<file path="src/hdl/vtr_map.vh">
`ifndef VTR_MAP_VH
`define VTR_MAP_VH

// register addresses at the serial port
`define VTR_ADDR_TRIM      8'h00
`define VTR_ADDR_PTR       8'h02

// pointer field: only this bit is decoded
`define VTR_PTR_SEL_BIT    7

// reset, factory and error values
`define VTR_WIPER_RESET    8'h80
`define VTR_PTR_RESET      8'h00
`define VTR_FACTORY_INIT   8'h80
`define VTR_ERROR_SETTING  8'h80

// seven-bit bus identification, byte sent msb first
`define VTR_BUS_ID         7'h28

// timing
`define VTR_CLK_FREQ_MHZ   125
`define VTR_LOAD_TIME_NS   120000
`define VTR_NV_WRITE_NS    10000
`define VTR_LOAD_CYCLES    (`VTR_LOAD_TIME_NS * `VTR_CLK_FREQ_MHZ / 1000)
`define VTR_NV_CYCLES      (`VTR_NV_WRITE_NS * `VTR_CLK_FREQ_MHZ / 1000)

`endif

</file>
<file path="src/hdl/vtr_sync.v">
`timescale 1ns/10ps
`default_nettype none

// three-stage synchroniser; output moves only when stages two and three agree
module vtr_sync (
	input  wire clk_i,    // sampling clock
	input  wire nrst_i,   // async reset, active low
	input  wire async_i,  // pin level
	output reg  level_o   // filtered level
);
	reg s1_q;
	reg s2_q;
	reg s3_q;

	always @(posedge clk_i or negedge nrst_i) begin
		if (!nrst_i) begin
			s1_q    <= 1'b1;
			s2_q    <= 1'b1;
			s3_q    <= 1'b1;
			level_o <= 1'b1;
		end else begin
			s1_q <= async_i;
			s2_q <= s1_q;
			s3_q <= s2_q;
			if (s2_q == s3_q) begin
				level_o <= s3_q;
			end
		end
	end
endmodule // vtr_sync

`default_nettype wire

</file>
<file path="src/hdl/vtr_top.v">
`timescale 1ns/10ps
`default_nettype none
`include "vtr_map.vh"

// Functional notes
// - The trim output follows the wiper register alone, and wiper accesses never touch the stored setting.
// - After power-up the stored setting is copied into the wiper register.
// - A write to the stored setting loads the same byte into the wiper at once; the stored setting itself changes only at the end of the nonvolatile write.
// - The wiper is an 8-bit code with 256 steps.
// - The sink current code is 255 minus the setting, so 255 sinks nothing.
// - The factory stored setting is 128.
// - An invalid address byte, or a start or stop inside a byte, forces the wiper back to 128; a bad id byte does not.
// - After power-up the block spends 120 us loading its settings before it answers the bus.
// - Every byte on the bus travels most significant bit first.
// - The pointer register is volatile and resets to 00h.
// - The block acknowledges a valid id byte, a valid address byte (00h or 02h) and every written data byte.
// - A stop after writing address 0 with pointer zero starts a nonvolatile write, during which the bus is ignored.
module vtr_top #(
	parameter [23:0] LOAD_CYCLES = `VTR_LOAD_CYCLES, // settings load time
	parameter [23:0] NV_CYCLES   = `VTR_NV_CYCLES    // nonvolatile write time
) (
	input  wire       MCLK_I,        // 125 MHz clock
	input  wire       NRST_I,        // async reset, active low (power-up)
	input  wire       SCL_I,         // serial clock pin
	input  wire       SDA_I,         // serial data pin level
	output wire       SDA_O,         // serial data drive value, always low
	output reg        SDA_OE_O,      // high while pulling data low
	output wire [7:0] TRIM_CODE_O,   // wiper setting to the trim dac
	output wire [7:0] SINK_CODE_O,   // 255 minus setting, sink current
	output wire       LOAD_BUSY_O,   // settings load in progress
	output wire       NV_BUSY_O      // nonvolatile write in progress
);
	localparam [2:0] ST_IDLE = 3'h0;
	localparam [2:0] ST_ID   = 3'h1;
	localparam [2:0] ST_REG  = 3'h2;
	localparam [2:0] ST_WDAT = 3'h3;
	localparam [2:0] ST_RDAT = 3'h4;
	localparam [2:0] ST_SKIP = 3'h5;

	wire scl;
	wire sda;
	reg  scl_q;
	reg  sda_q;
	reg  [2:0]  state_q;
	reg  [3:0]  cnt_q;
	reg         ack_q;
	reg  [7:0]  sh_q;
	reg  [7:0]  tx_q;
	reg  [7:0]  addr_q;
	reg  [7:0]  wiper_q;
	reg  [7:0]  nv_q = `VTR_FACTORY_INIT;
	reg  [7:0]  ptr_q;
	reg  [7:0]  nv_data_q;
	reg         nv_pend_q;
	reg  [23:0] load_cnt_q;
	reg  [23:0] nv_cnt_q;

	vtr_sync u_scl_sync (
		.clk_i   (MCLK_I),
		.nrst_i  (NRST_I),
		.async_i (SCL_I),
		.level_o (scl)
	);

	vtr_sync u_sda_sync (
		.clk_i   (MCLK_I),
		.nrst_i  (NRST_I),
		.async_i (SDA_I),
		.level_o (sda)
	);

	wire scl_rise = scl & ~scl_q;
	wire scl_fall = ~scl & scl_q;
	wire start_c  = scl & scl_q & sda_q & ~sda;
	wire stop_c   = scl & scl_q & ~sda_q & sda;
	wire busy     = (load_cnt_q != 24'h000000) | (nv_cnt_q != 24'h000000);
	wire active   = (state_q != ST_IDLE) & (state_q != ST_SKIP);
	// a start or stop is clean only on a byte boundary; the rise that carries it
	// has already clocked one bit in, so a count of 1 is still a boundary
	wire mid_byte = (cnt_q > 4'h1) | ack_q;
	wire [7:0] rd_word = (addr_q == `VTR_ADDR_PTR) ? ptr_q :
	                     (ptr_q[`VTR_PTR_SEL_BIT] ? wiper_q : nv_q);

	assign SDA_O       = 1'b0;
	assign TRIM_CODE_O = wiper_q;
	assign SINK_CODE_O = 8'hFF - wiper_q;
	assign LOAD_BUSY_O = (load_cnt_q != 24'h000000);
	assign NV_BUSY_O   = (nv_cnt_q != 24'h000000);

	always @(posedge MCLK_I or negedge NRST_I) begin
		if (!NRST_I) begin
			scl_q      <= 1'b1;
			sda_q      <= 1'b1;
			state_q    <= ST_IDLE;
			cnt_q      <= 4'h0;
			ack_q      <= 1'b0;
			sh_q       <= 8'h00;
			tx_q       <= 8'h00;
			addr_q     <= 8'h00;
			SDA_OE_O   <= 1'b0;
			wiper_q    <= `VTR_WIPER_RESET;
			ptr_q      <= `VTR_PTR_RESET;
			nv_data_q  <= 8'h00;
			nv_pend_q  <= 1'b0;
			load_cnt_q <= LOAD_CYCLES;
			nv_cnt_q   <= 24'h000000;
		end else begin
			scl_q <= scl;
			sda_q <= sda;
			if (load_cnt_q != 24'h000000) begin
				load_cnt_q <= load_cnt_q - 24'h000001;
				if (load_cnt_q == 24'h000001) begin
					wiper_q <= nv_q;
				end
			end
			if (nv_cnt_q != 24'h000000) begin
				nv_cnt_q <= nv_cnt_q - 24'h000001;
			end
			if (busy) begin
				// bus is ignored and data released while loading or writing
				state_q  <= ST_IDLE;
				cnt_q    <= 4'h0;
				ack_q    <= 1'b0;
				SDA_OE_O <= 1'b0;
			end else if (start_c) begin
				if (active & mid_byte) begin
					wiper_q   <= `VTR_ERROR_SETTING;
					nv_pend_q <= 1'b0;
				end
				state_q  <= ST_ID;
				cnt_q    <= 4'h0;
				ack_q    <= 1'b0;
				SDA_OE_O <= 1'b0;
			end else if (stop_c) begin
				if (active & mid_byte) begin
					wiper_q <= `VTR_ERROR_SETTING;
				end else if (nv_pend_q) begin
					nv_cnt_q <= NV_CYCLES;
				end
				nv_pend_q <= 1'b0;
				state_q   <= ST_IDLE;
				cnt_q     <= 4'h0;
				ack_q     <= 1'b0;
				SDA_OE_O  <= 1'b0;
			end else if (active & scl_rise) begin
				if (ack_q) begin
					// master nack ends the read, ack asks for another byte
					if ((state_q == ST_RDAT) & sda) begin
						state_q <= ST_SKIP;
					end
				end else if (cnt_q != 4'h8) begin
					sh_q  <= {sh_q[6:0], sda};
					cnt_q <= cnt_q + 4'h1;
				end
			end else if (active & scl_fall) begin
				if (ack_q) begin
					ack_q <= 1'b0;
					cnt_q <= 4'h0;
					if (state_q == ST_RDAT) begin
						tx_q     <= rd_word;
						SDA_OE_O <= ~rd_word[7];
					end else begin
						SDA_OE_O <= 1'b0;
					end
				end else if (state_q == ST_RDAT) begin
					if (cnt_q == 4'h8) begin
						SDA_OE_O <= 1'b0;
						ack_q    <= 1'b1;
					end else if (cnt_q != 4'h0) begin
						tx_q     <= {tx_q[6:0], 1'b0};
						SDA_OE_O <= ~tx_q[6];
					end
				end else if (cnt_q == 4'h8) begin
					ack_q <= 1'b1;
					case (state_q)
						ST_ID: begin
							if (sh_q[7:1] == `VTR_BUS_ID) begin
								SDA_OE_O <= 1'b1;
								state_q  <= sh_q[0] ? ST_RDAT : ST_REG;
							end else begin
								state_q <= ST_SKIP;
							end
						end
						ST_REG: begin
							if ((sh_q == `VTR_ADDR_TRIM) | (sh_q == `VTR_ADDR_PTR)) begin
								SDA_OE_O <= 1'b1;
								addr_q   <= sh_q;
								state_q  <= ST_WDAT;
							end else begin
								// reserved or unknown address
								wiper_q <= `VTR_ERROR_SETTING;
								state_q <= ST_SKIP;
							end
						end
						ST_WDAT: begin
							SDA_OE_O <= 1'b1;
							if (addr_q == `VTR_ADDR_PTR) begin
								ptr_q <= sh_q;
							end else begin
								wiper_q <= sh_q;
								if (!ptr_q[`VTR_PTR_SEL_BIT]) begin
									nv_data_q <= sh_q;
									nv_pend_q <= 1'b1;
								end
							end
						end
						default: begin
							state_q <= ST_SKIP;
						end
					endcase
				end
			end
		end
	end

	// nonvolatile store: no reset, a programmed setting must survive power-up
	always @(posedge MCLK_I) begin
		if (nv_cnt_q == 24'h000001) begin
			nv_q <= nv_data_q;
		end
	end
endmodule // vtr_top

`default_nettype wire

</file>
<file path="config.mk">
export PLATFORM = sky130hd
export DESIGN_NAME = vtr_top
export DESIGN_NICKNAME = d
export VERILOG_FILES = /design/src/hdl/vtr_sync.v /design/src/hdl/vtr_top.v
export VERILOG_INCLUDE_DIRS = /design/src /design/src/hdl
export SDC_FILE = /design/constraint.sdc
export NUM_CORES = 1
export LEC_CHECK = 0
export BUFFER_PORTS_ARGS = -buffer_cell sky130_fd_sc_hd__buf_2
export CAP_MARGIN = 20
export CORE_MARGIN = 5
export CORE_UTILIZATION = 61
export DETAILED_ROUTE_END_ITERATION = 10
export PLACE_DENSITY = 0.89
export SETUP_SLACK_MARGIN = 0.2
export SLEW_MARGIN = 10
export SYNTH_ARGS = -nofsm -noshare
export SYNTH_HDL_FRONTEND = slang
export SYNTH_HIERARCHICAL = 1
export SYNTH_SLANG_ARGS = --single-unit
export TNS_END_PERCENT = 100
</file>
<file path="constraint.sdc">
create_clock -name MCLK_I -period 3.4 [get_ports MCLK_I]
set_clock_uncertainty 0.05 [all_clocks]
set_input_delay 0.51 -clock MCLK_I [delete_from_list [all_inputs] [get_ports MCLK_I]]
set_output_delay 0.51 -clock MCLK_I [all_outputs]
set_load 0.005 [all_outputs]
</file>
==> results of run 1 <==
timing repair:
item,4_1_cts,5_1_grt
endpoints found under the setup margin,0,26
gates resized for setup,0,3
hold buffers,0,1
buffers inserted,0,1
hold endpoints to repair,0,32
critical path, cell delays in order (launching register included):
cell	delay (ns)
dfrtp_1	0.43
or4_4	0.60
or4_4	0.46
or3_4	0.40
buf_2	0.14
worst max-delay path by stage:
| stage | startpoint | slack [ns] | end |
|---|---|---|---|
| 3_3_place_gp | load_cnt_q[16]$_DFFE_PN0N_ | 0.56 | nv_data_q[1]$_DFFE_PN0P_ |
| 4_1_cts | load_cnt_q[16]$_DFFE_PN0N_ | 0.21 | LOAD_BUSY_O |
| 3_5_place_dp | nv_cnt_q[4]$_DFF_PN0_ | 0.48 | nv_data_q[3]$_DFFE_PN0P_ |
| 5_1_grt | load_cnt_q[16]$_DFFE_PN0N_ | 0.23 | LOAD_BUSY_O |
| 2_1_floorplan | load_cnt_q[16]$_DFFE_PN0N_ | 0.78 | nv_data_q[0]$_DFFE_PN0P_ |
| 6_report | load_cnt_q[16]$_DFFE_PN0N_ | 0.29 | LOAD_BUSY_O |
power by group through the flow:
stage                     clock network, uW  logic, uW  registers, uW
after floorplan                           0        257           1680
after CTS                              1800        330           1730
after detailed placement                  0        324           1750
after global placement                    0        310           1740
final                                  1780        334           1730
after global routing                   1870        375           1750
cell families (layout without fill, tap and decap cells):
logic type,after synthesis,after routing,share of synthesized area
xor+xnor,39,39,0.05850
compound gates,64,64,0.07071
simple gates,184,184,0.1686
fa+ha+maj,11,11,0.02314
flops,123,123,0.5378
mux,57,57,0.1112
buf+inv,41,89,0.02935
other cells,1,1,0.0006422
registers in the layout, indices dropped and copies added, names as in the netlist, 3 cells and up:
signal and count:
TRIM_CODE_O 8, addr_q 8, cnt_q 4, load_cnt_q 24
nv_cnt_q 24, nv_data_q 8, nv_q 8, ptr_q 8
sh_q 8, state_q 3, tx_q 7
routing by layer:
metal | part of all wire | GRT usage | wire length (um)
met5 | 0 | 0 | 0
met4 | 0.020 | 0.09107 | 246
met3 | 0.062 | 0.06779 | 777
met2 | 0.50 | 0.3917 | 6320
met1 | 0.41 | 0.2895 | 5201
synthesized netlist by cell type, drive strengths merged (5+ instances only):
cell | count | area [um2]
nor3 | 23 | 126.4
ha | 9 | 112.6
nand3 | 12 | 60.06
buf | 7 | 43.79
clkbuf | 8 | 30.03
nand4 | 5 | 37.53
o21ai | 19 | 95.09
inv | 26 | 97.59
dfrtp | 97 | 2427
nor2b | 8 | 50.05
mux2 | 39 | 469.2
a21oi | 15 | 75.07
xor2 | 27 | 236.5
edfxtp | 8 | 240.2
mux2i | 18 | 180.2
dfstp | 18 | 473.0
or3 | 8 | 50.05
nor2 | 45 | 168.9
nor4 | 16 | 115.1
o211ai | 5 | 37.54
xnor2 | 12 | 105.1
nand2 | 35 | 131.4
area by class of cell:
type | instances | area [um2] | area share
repair buffers | 31 | 202.7 | 0.03008
multi-input cells | 356 | 2542 | 0.3773
inverters | 26 | 97.59 | 0.01448
clock buffers | 19 | 452.9 | 0.06721
flip-flops and latches | 123 | 3141 | 0.4660
clock inverters | 13 | 141.4 | 0.02098
well taps | 129 | 161.4 | 0.02395
metrics by stage:
stage                     std cells  hold slack, ns  instance area, um2  power [uW]
after floorplan                 520          0.1644                5839        1933
after global placement          662          0.2959                6085        2050
after detailed placement        662          0.3022                6085        2073
after CTS                       694         0.01105                6679        3860
after global routing            697        0.007743                6739        3991
final                           697         0.03270                6739        3844
==> impl_metrics.json, run 1 <==
{
  "synth-seq-cells": 123,
  "crit_arrival_ns": 2.55,
  "antenna_cells": 0,
  "r2r_cells": 6,
  "drt-vias-per-instance": 5.993,
  "cp_max_fo": 5,
  "r2r_end": "nv_data_q[2]$_DFFE_PN0P_",
  "track_usage": 0.2353,
  "ant_nets": 0,
  "async_reset_ff_frac": 0.9350,
  "clk_path_buf_depth": 2,
  "first_pass_iters": 5,
  "grt_setup_unrepaired": "no",
  "ys_seq_area_frac": 0.5378,
  "start_util": 0.6290,
  "cts_tree": "built",
  "hpwl_um": 8165,
  "drc": 0,
  "num_vias": 4177,
  "fmax_mhz": 321.9,
  "cap_violations": 0,
  "p_int_uw": 2834,
  "wirelength_um": 12550,
  "grt_pass1_wl_um": 21110,
  "synth_edf_count": 8,
  "wl_per_cell_um": 18.00,
  "maxSlewHeadroom": 0.4988,
  "reg2reg_slack_ns": 0.42,
  "pwr-share-comb": 0.087,
  "hp-start": "SDA_I",
  "mostFrequentLayoutCells": "97 x dfrtp_1, 45 x nor2_1, 35 x nand2_1",
  "layout_commonest_cell": "dfrtp_1",
  "cp-end-kind": "primary output",
  "dieArea_um2": 11630,
  "regToRegStartpoint": "load_cnt_q[16]$_DFFE_PN0N_",
  "grt_overflow": 0,
  "syn_inst": 520,
  "place_congestion": 0.8189,
  "clock_latency_ns": 0.53,
  "hold_violations": 0,
  "clock-sinks": 123,
  "io_pins": 24,
  "setup_ws_ns": 0.2939,
  "fin_crit_ns": 3.106,
  "core_um2": 9284,
  "cts-buffers-inserted": 17,
  "ys_warn_count": 6,
  "whs_path_depth": 1,
  "ir_drop_uv": 514.2,
  "fin_crit_sh": 0.9136,
  "p_switching_uw": 1010,
  "holdPathEnd": "u_sda_sync/s1_q$_DFF_PN1_",
  "drive_above_1_share": 0.2342,
  "cp.required_ns": 2.84,
  "cts.htree.levels": 4,
  "synth_area_um2": 5839,
  "grt_max_degree": 90,
  "die_x_um": 107.8,
  "worst_slew_pin_slew_ns": 0.7329,
  "std_cell_rows": 35,
  "critical_path_class": "reg -> out",
  "setup_violations": 0,
  "root_buffer": "clkbuf_8",
  "synth_nets": 533,
  "io_buffers": 22,
  "hold_class": "in -> reg",
  "final_util": 0.7259,
  "grt_pass1_vias": 4324,
  "die_y_um": 107.8,
  "nFillCells": 617,
  "power_leakage_uw": 0.003418,
  "antenna_found_initial": 0,
  "drtIter0Drc": 365,
  "report.final.slew_viol_count": 0,
  "synth.distinct_cells": 65,
  "clkSlewWorstSetupHoldPaths_ns": 0.06,
  "synth_ff_type": "dfrtp_1",
  "startpoint_type": "flip-flop",
  "p_seq_frac": 0.451,
  "outcome": "finished clean",
  "fin_nets": 568,
  "power.density_nw_per_um2": 570.4,
  "areaGrowthSynthToFinish_pct": 15.41,
  "setup_tns_ns": 0,
  "swShare": 0.2628,
  "dp_slack_ns": 0.4793,
  "clkPwrFrac": 0.462,
  "avgSynthCellArea_um2": 11.23
}
Power figures use the tool's default switching activity.
==> run 2: changes to the inputs <==
--- a/config.mk
+++ b/config.mk
@@ -11,7 +11,9 @@
 export CORE_MARGIN = 5
 export CORE_UTILIZATION = 61
 export DETAILED_ROUTE_END_ITERATION = 10
+export HOLD_SLACK_MARGIN = 0.1
 export PLACE_DENSITY = 0.89
+export RECOVER_POWER = 50
 export SETUP_SLACK_MARGIN = 0.2
 export SLEW_MARGIN = 10
 export SYNTH_ARGS = -nofsm -noshare
==> run 2 against run 1 <==
Net effect: critical endpoint unchanged; the flow now finishes with violations (capacitance limit, slew limit); clock power about the same; count of clock-buffer cells in the layout is the same; sequential share of layout area decreased by 0.095 points; register-to-register slack hardly changed; critical path depth stayed put; highest routed layer unchanged; via count increased by 0.62%; cell count grew 0.29%.
==> impl_metrics.json, run 2 (same netlist as run 1, synthesis figures left out) <==
{
  "cap_violations": 1,
  "setup_violations": 0,
  "worst_slew_pin_slew_ns": 1.911,
  "io_pins": 24,
  "first_pass_iters": 6,
  "hpwl_um": 8165,
  "busiest_layer": "met2",
  "maxSlewHeadroom": -0.2742,
  "cts-buffers-inserted": 17,
  "clk_path_buf_depth": 2,
  "clock-sinks": 123,
  "ir_drop_uv": 515.3,
  "fmax_mhz": 321.1,
  "clock_latency_ns": 0.53,
  "drive_above_1_share": 0.2211,
  "power_leakage_uw": 0.003418,
  "setup_tns_ns": 0,
  "die_x_um": 107.8,
  "failed_checks": "capacitance limit, slew limit",
  "holdPathEnd": "u_scl_sync/s2_q$_DFF_PN1_",
  "drtIter0Drc": 347,
  "core_um2": 9284,
  "fin_crit_ns": 3.114,
  "critical_path_class": "reg -> out",
  "cp_cell_sequence": "or4_4 -> or4_4 -> or3_4 -> buf_2",
  "r2r_cells": 6,
  "start_util": 0.6290,
  "slowest_stage": "or4_4",
  "cts.htree.levels": 4,
  "fin_nets": 570,
  "regToRegStartpoint": "load_cnt_q[16]$_DFFE_PN0N_",
  "grt.met1_usage": 0.2903,
  "report.final.slew_viol_count": 34,
  "antenna_found_initial": 0,
  "wl_per_cell_um": 17.96,
  "dieArea_um2": 11630,
  "num_vias": 4203,
  "grt_setup_unrepaired": "no",
  "r2r_end": "nv_data_q[2]$_DFFE_PN0P_",
  "dp_slack_ns": 0.4793,
  "grt_use_met3": 0.06779,
  "dp.cells": 662,
  "grt_overflow": 0,
  "grtUsageMet2": 0.3917,
  "grt_pass1_vias": 4330,
  "whs_path_depth": 0,
  "cp_top_family": "simple AND/OR/NAND/NOR gates",
  "root_buffer": "clkbuf_8",
  "cp_max_fo": 5,
  "cp.required_ns": 2.84,
  "cts_tree": "built",
  "grt_max_degree": 90,
  "antenna_cells": 0,
  "crit_arrival_ns": 2.55,
  "outcome": "finished, violations left",
  "die_y_um": 107.8,
  "top_regs": "load_cnt_q x24, nv_cnt_q x24",
  "areaGrowthSynthToFinish_pct": 15.64,
  "wirelength_um": 12550,
  "power.density_nw_per_um2": 569.6,
  "mostFrequentLayoutCells": "97 x dfrtp_1, 45 x nor2_1, 35 x nand2_1",
  "place_congestion": 0.8189,
  "ant_nets": 0,
  "critical-path-max-stage-delay_ns": 0.60,
  "final_cells": 699,
  "io_buffers": 22,
  "setup_ws_ns": 0.2858,
  "hold_class": "reg -> reg",
  "hp-start": "u_scl_sync/s1_q$_DFF_PN1_",
  "reg2reg_slack_ns": 0.42,
  "critical_path_buf_inv_count": 1,
  "fin_crit_sh": 0.9159,
  "drc": 0,
  "layout_commonest_cell": "dfrtp_1",
  "track_usage": 0.2356,
  "grt_pass1_wl_um": 21140,
  "cp-end-kind": "primary output",
  "cpMostUsedCell": "or4_4",
  "clkSlewWorstSetupHoldPaths_ns": 0.06,
  "startpoint_type": "flip-flop",
  "drt-vias-per-instance": 6.013,
  "hold_violations": 0,
  "std_cell_rows": 35
}
[run 2: cell count changes in the layout (fill, tap and decap cells not counted)]
cell,change
dfstp_2,-4
buf_4,-1
maj3_2,-2
clkbuf_1,+1
maj3_1,+2
dlygate4sd3_1,+2
dfstp_1,+4
[run 2: where the power goes]
group / switching, uW / internal (uW)
clock network: 670 / 1110
registers: 162 / 1570
logic: 181 / 155
[run 2: through the flow]
| stage | utilization | power [uW] | cell area (um2) | hold slack (ns) |
|---|---|---|---|---|
| 6_report | 0.7274 | 3846 | 6753 | 0.3132 |
| 5_1_grt | 0.7274 | 3991 | 6753 | 0.3168 |
| 4_1_cts | 0.7216 | 3862 | 6699 | 0.1628 |
| 3_5_place_dp | 0.6554 | 2073 | 6085 | 0.3022 |
| 3_3_place_gp | 0.6554 | 2050 | 6085 | 0.2959 |
| 2_1_floorplan | - | 1933 | 5839 | 0.1644 |
[run 2: worst register-to-register path: cells and delay by family (launching register included)]
family           cells  cell delay, ns
flip-flops           1            0.43
multiplexers         1            0.39
AND/OR/NAND/NOR      5            2.00
[run 2: routing by layer]
layer	share of wire	up-vias	wire length (um)
met2	0.50	180	6314
met3	0.066	32	827
li1	-	1908	-
met4	0.021	0	265
met1	0.41	2083	5146
met5	0	-	0
[run 2: layout make-up]
cell class / count / area (um2)
clock buffer: 19 / 452.9
clock inverter: 13 / 141.4
fill: 613 / 2531
inverter: 26 / 97.59
multi-input combinational: 356 / 2540
sequential: 123 / 3141
tap: 129 / 161.4
timing repair buffer: 33 / 219.0
[run 2: what timing repair did]
| action | in CTS | in global routing |
|---|---|---|
| buffers inserted | 0 | 1 |
| hold buffers | 2 | 1 |
| hold endpoints to repair | 2 | 32 |
| gates resized for setup | 0 | 3 |
| setup endpoints to repair | 0 | 26 |
[run 2: worst max path at each step]
| stage | from | to | cells after the start |
|---|---|---|---|
| 3_5_place_dp | nv_cnt_q[4]$_DFF_PN0_ | nv_data_q[3]$_DFFE_PN0P_ | 6 |
| 6_report | load_cnt_q[16]$_DFFE_PN0N_ | LOAD_BUSY_O | 4 |
| 4_1_cts | load_cnt_q[16]$_DFFE_PN0N_ | LOAD_BUSY_O | 4 |
| 5_1_grt | load_cnt_q[16]$_DFFE_PN0N_ | LOAD_BUSY_O | 4 |
| 3_3_place_gp | load_cnt_q[16]$_DFFE_PN0N_ | nv_data_q[1]$_DFFE_PN0P_ | 6 |
| 2_1_floorplan | load_cnt_q[16]$_DFFE_PN0N_ | nv_data_q[0]$_DFFE_PN0P_ | 8 |
==> run 3: changes to the inputs <==
--- a/config.mk
+++ b/config.mk
@@ -6,13 +6,14 @@
 export SDC_FILE = /design/constraint.sdc
 export NUM_CORES = 1
 export LEC_CHECK = 0
+export ABC_AREA = 1
 export BUFFER_PORTS_ARGS = -buffer_cell sky130_fd_sc_hd__buf_2
 export CAP_MARGIN = 20
 export CORE_MARGIN = 5
-export CORE_UTILIZATION = 61
+export CORE_UTILIZATION = 62
 export DETAILED_ROUTE_END_ITERATION = 10
 export HOLD_SLACK_MARGIN = 0.1
-export PLACE_DENSITY = 0.89
+export PLACE_DENSITY = 0.9
 export RECOVER_POWER = 50
 export SETUP_SLACK_MARGIN = 0.2
 export SLEW_MARGIN = 10
==> run 3 against run 2 <==
Net effect: the flow still finishes with violations (capacitance limit, slew limit); non-clock buffer count shrank 6; critical path depth grew 2; synthesized cell count grew 44%; largest power group is now sequential cells; highest routed layer unchanged.
==> impl_metrics.json, run 3 <==
{
  "outcome": "finished, violations left",
  "failed_checks": "capacitance limit, slew limit",
  "setup_tns_ns": 0,
  "grt.met1_usage": 0.3339,
  "whs_path_depth": 0,
  "root_buffer": "clkbuf_8",
  "synthTopCellsByArea": "dfrtp_1 38%, nand2_1 8.0%, dfstp_2 7.3%",
  "r2r_end": "TRIM_CODE_O[3]$_DFF_PN0_",
  "fin_crit_sh": 0.7396,
  "cts_tree": "built",
  "synth.distinct_cells": 49,
  "drc": 0,
  "synth.largest_area_cell": "dfrtp_1",
  "clkSlewWorstSetupHoldPaths_ns": 0.05,
  "grt_max_degree": 116,
  "synth_edf_count": 8,
  "crit_arrival_ns": 1.95,
  "reg2reg_slack_ns": 0.92,
  "cts-buffers-inserted": 17,
  "final_util": 0.7129,
  "num_vias": 5393,
  "antenna_found_initial": 0,
  "ir_drop_uv": 612.2,
  "maxSlewHeadroom": -0.02034,
  "fin_nets": 798,
  "antenna_cells": 0,
  "first_pass_iters": 6,
  "core_um2": 10230,
  "setup_violations": 0,
  "grt_pass1_wl_um": 26140,
  "grt_use_met3": 0.07228,
  "p_int_uw": 3141,
  "mostFrequentLayoutCells": "137 x nand2_1, 105 x nor2_1, 97 x dfrtp_1, 97 x inv_1, 42 x nand3_1",
  "start_util": 0.6291,
  "synth_most_common_cell": "nand2_1",
  "drt-vias-per-instance": 5.774,
  "placed_area_um2": 6676,
  "startpoint_type": "flip-flop",
  "busiest_layer": "met2",
  "p_seq_frac": 0.418,
  "report.final.slew_viol_count": 116,
  "synth_area_um2": 6436,
  "grt_setup_unrepaired": "no",
  "clock_latency_ns": 0.53,
  "async_reset_ff_frac": 0.9350,
  "hold_class": "reg -> reg",
  "nFillCells": 698,
  "layout_commonest_cell": "nand2_1",
  "die_x_um": 111.9,
  "hold_violations": 0,
  "cp.required_ns": 2.84,
  "wl_per_cell_um": 15.98,
  "ant_nets": 0,
  "synth_nets": 763,
  "drive_above_1_share": 0.1692,
  "clk_path_buf_depth": 2,
  "fin_crit_ns": 2.515,
  "top_regs": "load_cnt_q x24, nv_cnt_q x24",
  "fmax_mhz": 397.7,
  "regToRegStartpoint": "ack_q$_DFFE_PN0P_",
  "p_switching_uw": 1335,
  "place_congestion": 0.9441,
  "postLayoutCellArea_um2": 7293,
  "ys_seq_area_frac": 0.4879,
  "cp_max_fo": 10,
  "power_leakage_uw": 0.003582,
  "drtIter0Drc": 662,
  "ys_warn_count": 6,
  "r2r_cells": 7,
  "dieArea_um2": 12520,
  "clkPwrFrac": 0.408,
  "avgSynthCellArea_um2": 8.582,
  "cp-end-kind": "primary output",
  "cap_violations": 1,
  "areaGrowthSynthToFinish_pct": 13.32,
  "yosys-top-cells-count": "137 x nand2_1, 105 x nor2_1, 97 x dfrtp_1, 97 x inv_1, 42 x nand3_1",
  "synth_ff_type": "dfrtp_1",
  "power.density_nw_per_um2": 613.8,
  "pwr-share-comb": 0.175,
  "hpwl_um": 10140,
  "io_pins": 24,
  "std_cell_rows": 37,
  "wirelength_um": 14930,
  "die_y_um": 111.9,
  "worst_slew_pin_slew_ns": 1.531,
  "synth-seq-cells": 123,
  "hp-start": "u_scl_sync/s1_q$_DFF_PN1_",
  "cts.htree.levels": 4,
  "syn_inst": 750,
  "io_buffers": 22,
  "track_usage": 0.2587,
  "grtUsageMet2": 0.4133,
  "holdPathEnd": "u_scl_sync/s2_q$_DFF_PN1_",
  "critical_path_class": "reg -> out",
  "grt_overflow": 0,
  "synth.top_cell.area_share": 0.3771,
  "grt_pass1_vias": 5465,
  "clock-sinks": 123,
  "swShare": 0.2983
}
## run 3: metrics by stage
step	std cells	power (uW)	hold slack [ns]	setup slack, ns
2_1_floorplan	750	2416	0.1644	1.357
3_3_place_gp	899	2585	0.2967	1.147
3_5_place_dp	899	2637	0.2972	1.075
4_1_cts	934	4474	0.3051	0.8761
5_1_grt	934	4690	0.3174	0.7335
6_report	934	4476	0.3094	0.8854
## run 3: critical path, stage by stage, from the launching register on
cell and delay, ns:
dfrtp_1 0.39, inv_1 0.10, ha_1 0.31, nand2_2 0.11, nor2_4 0.14, nand3_4 0.18
buf_2 0.19
## run 3: cells by family after synthesis
group / synth area share
other cells: 0.0005826
simple gates: 0.2780
mux: 0.001555
buf+inv: 0.07232
xor+xnor: 0.04491
fa+ha+maj: 0.01750
compound gates: 0.09720
flops: 0.4879
## run 3: layer usage
layer  share of wire  wire length (um)  vias up
li1                -                 -     2498
met1            0.41              6100     2585
met2            0.49              7241      261
met3           0.078              1168       49
met4           0.028               418        0
met5               0                 0        -
## run 3: worst max-delay path by stage
stage	startpoint	depth (start not counted)	slack, ns	end
floorplan	cnt_q[0]$_DFFE_PN0P_	12	1.36	nv_data_q[5]$_DFFE_PN0P_
global placement	ack_q$_DFFE_PN0P_	7	1.15	TRIM_CODE_O[4]$_DFF_PN0_
detailed placement	load_cnt_q[0]$_DFFE_PN0N_	10	1.08	TRIM_CODE_O[0]$_DFF_PN0_
CTS	nv_cnt_q[0]$_DFF_PN0_	6	0.88	NV_BUSY_O
global route	load_cnt_q[0]$_DFFE_PN0N_	10	0.73	TRIM_CODE_O[0]$_DFF_PN0_
finish	nv_cnt_q[0]$_DFF_PN0_	6	0.89	NV_BUSY_O
## run 3: what timing repair did
item,CTS,global route
gates resized for setup,0,0
endpoints found under the hold margin,99,0
setup buffers,0,0
hold buffers,3,0
## run 3: cell type report
| class | count | area (um2) | share of cell area |
|---|---|---|---|
| Clock buffer | 26 | 489.2 | 0.06708 |
| Clock inverter | 6 | 110.1 | 0.01510 |
| Inverter | 104 | 395.4 | 0.05421 |
| Multi-Input combinational cell | 512 | 2830 | 0.3881 |
| Sequential cell | 123 | 3141 | 0.4306 |
| Tap cell | 136 | 170.2 | 0.02333 |
| Timing Repair Buffer | 27 | 157.7 | 0.02162 |
## run 3: power groups by stage
stage	Sequential, uW	Clock, uW	Combinational, uW
after floorplan	1840	0	572
after global placement	1880	0	708
after detailed placement	1890	0	751
after CTS	1860	1830	777
after global routing	1890	1920	875
final	1870	1830	781
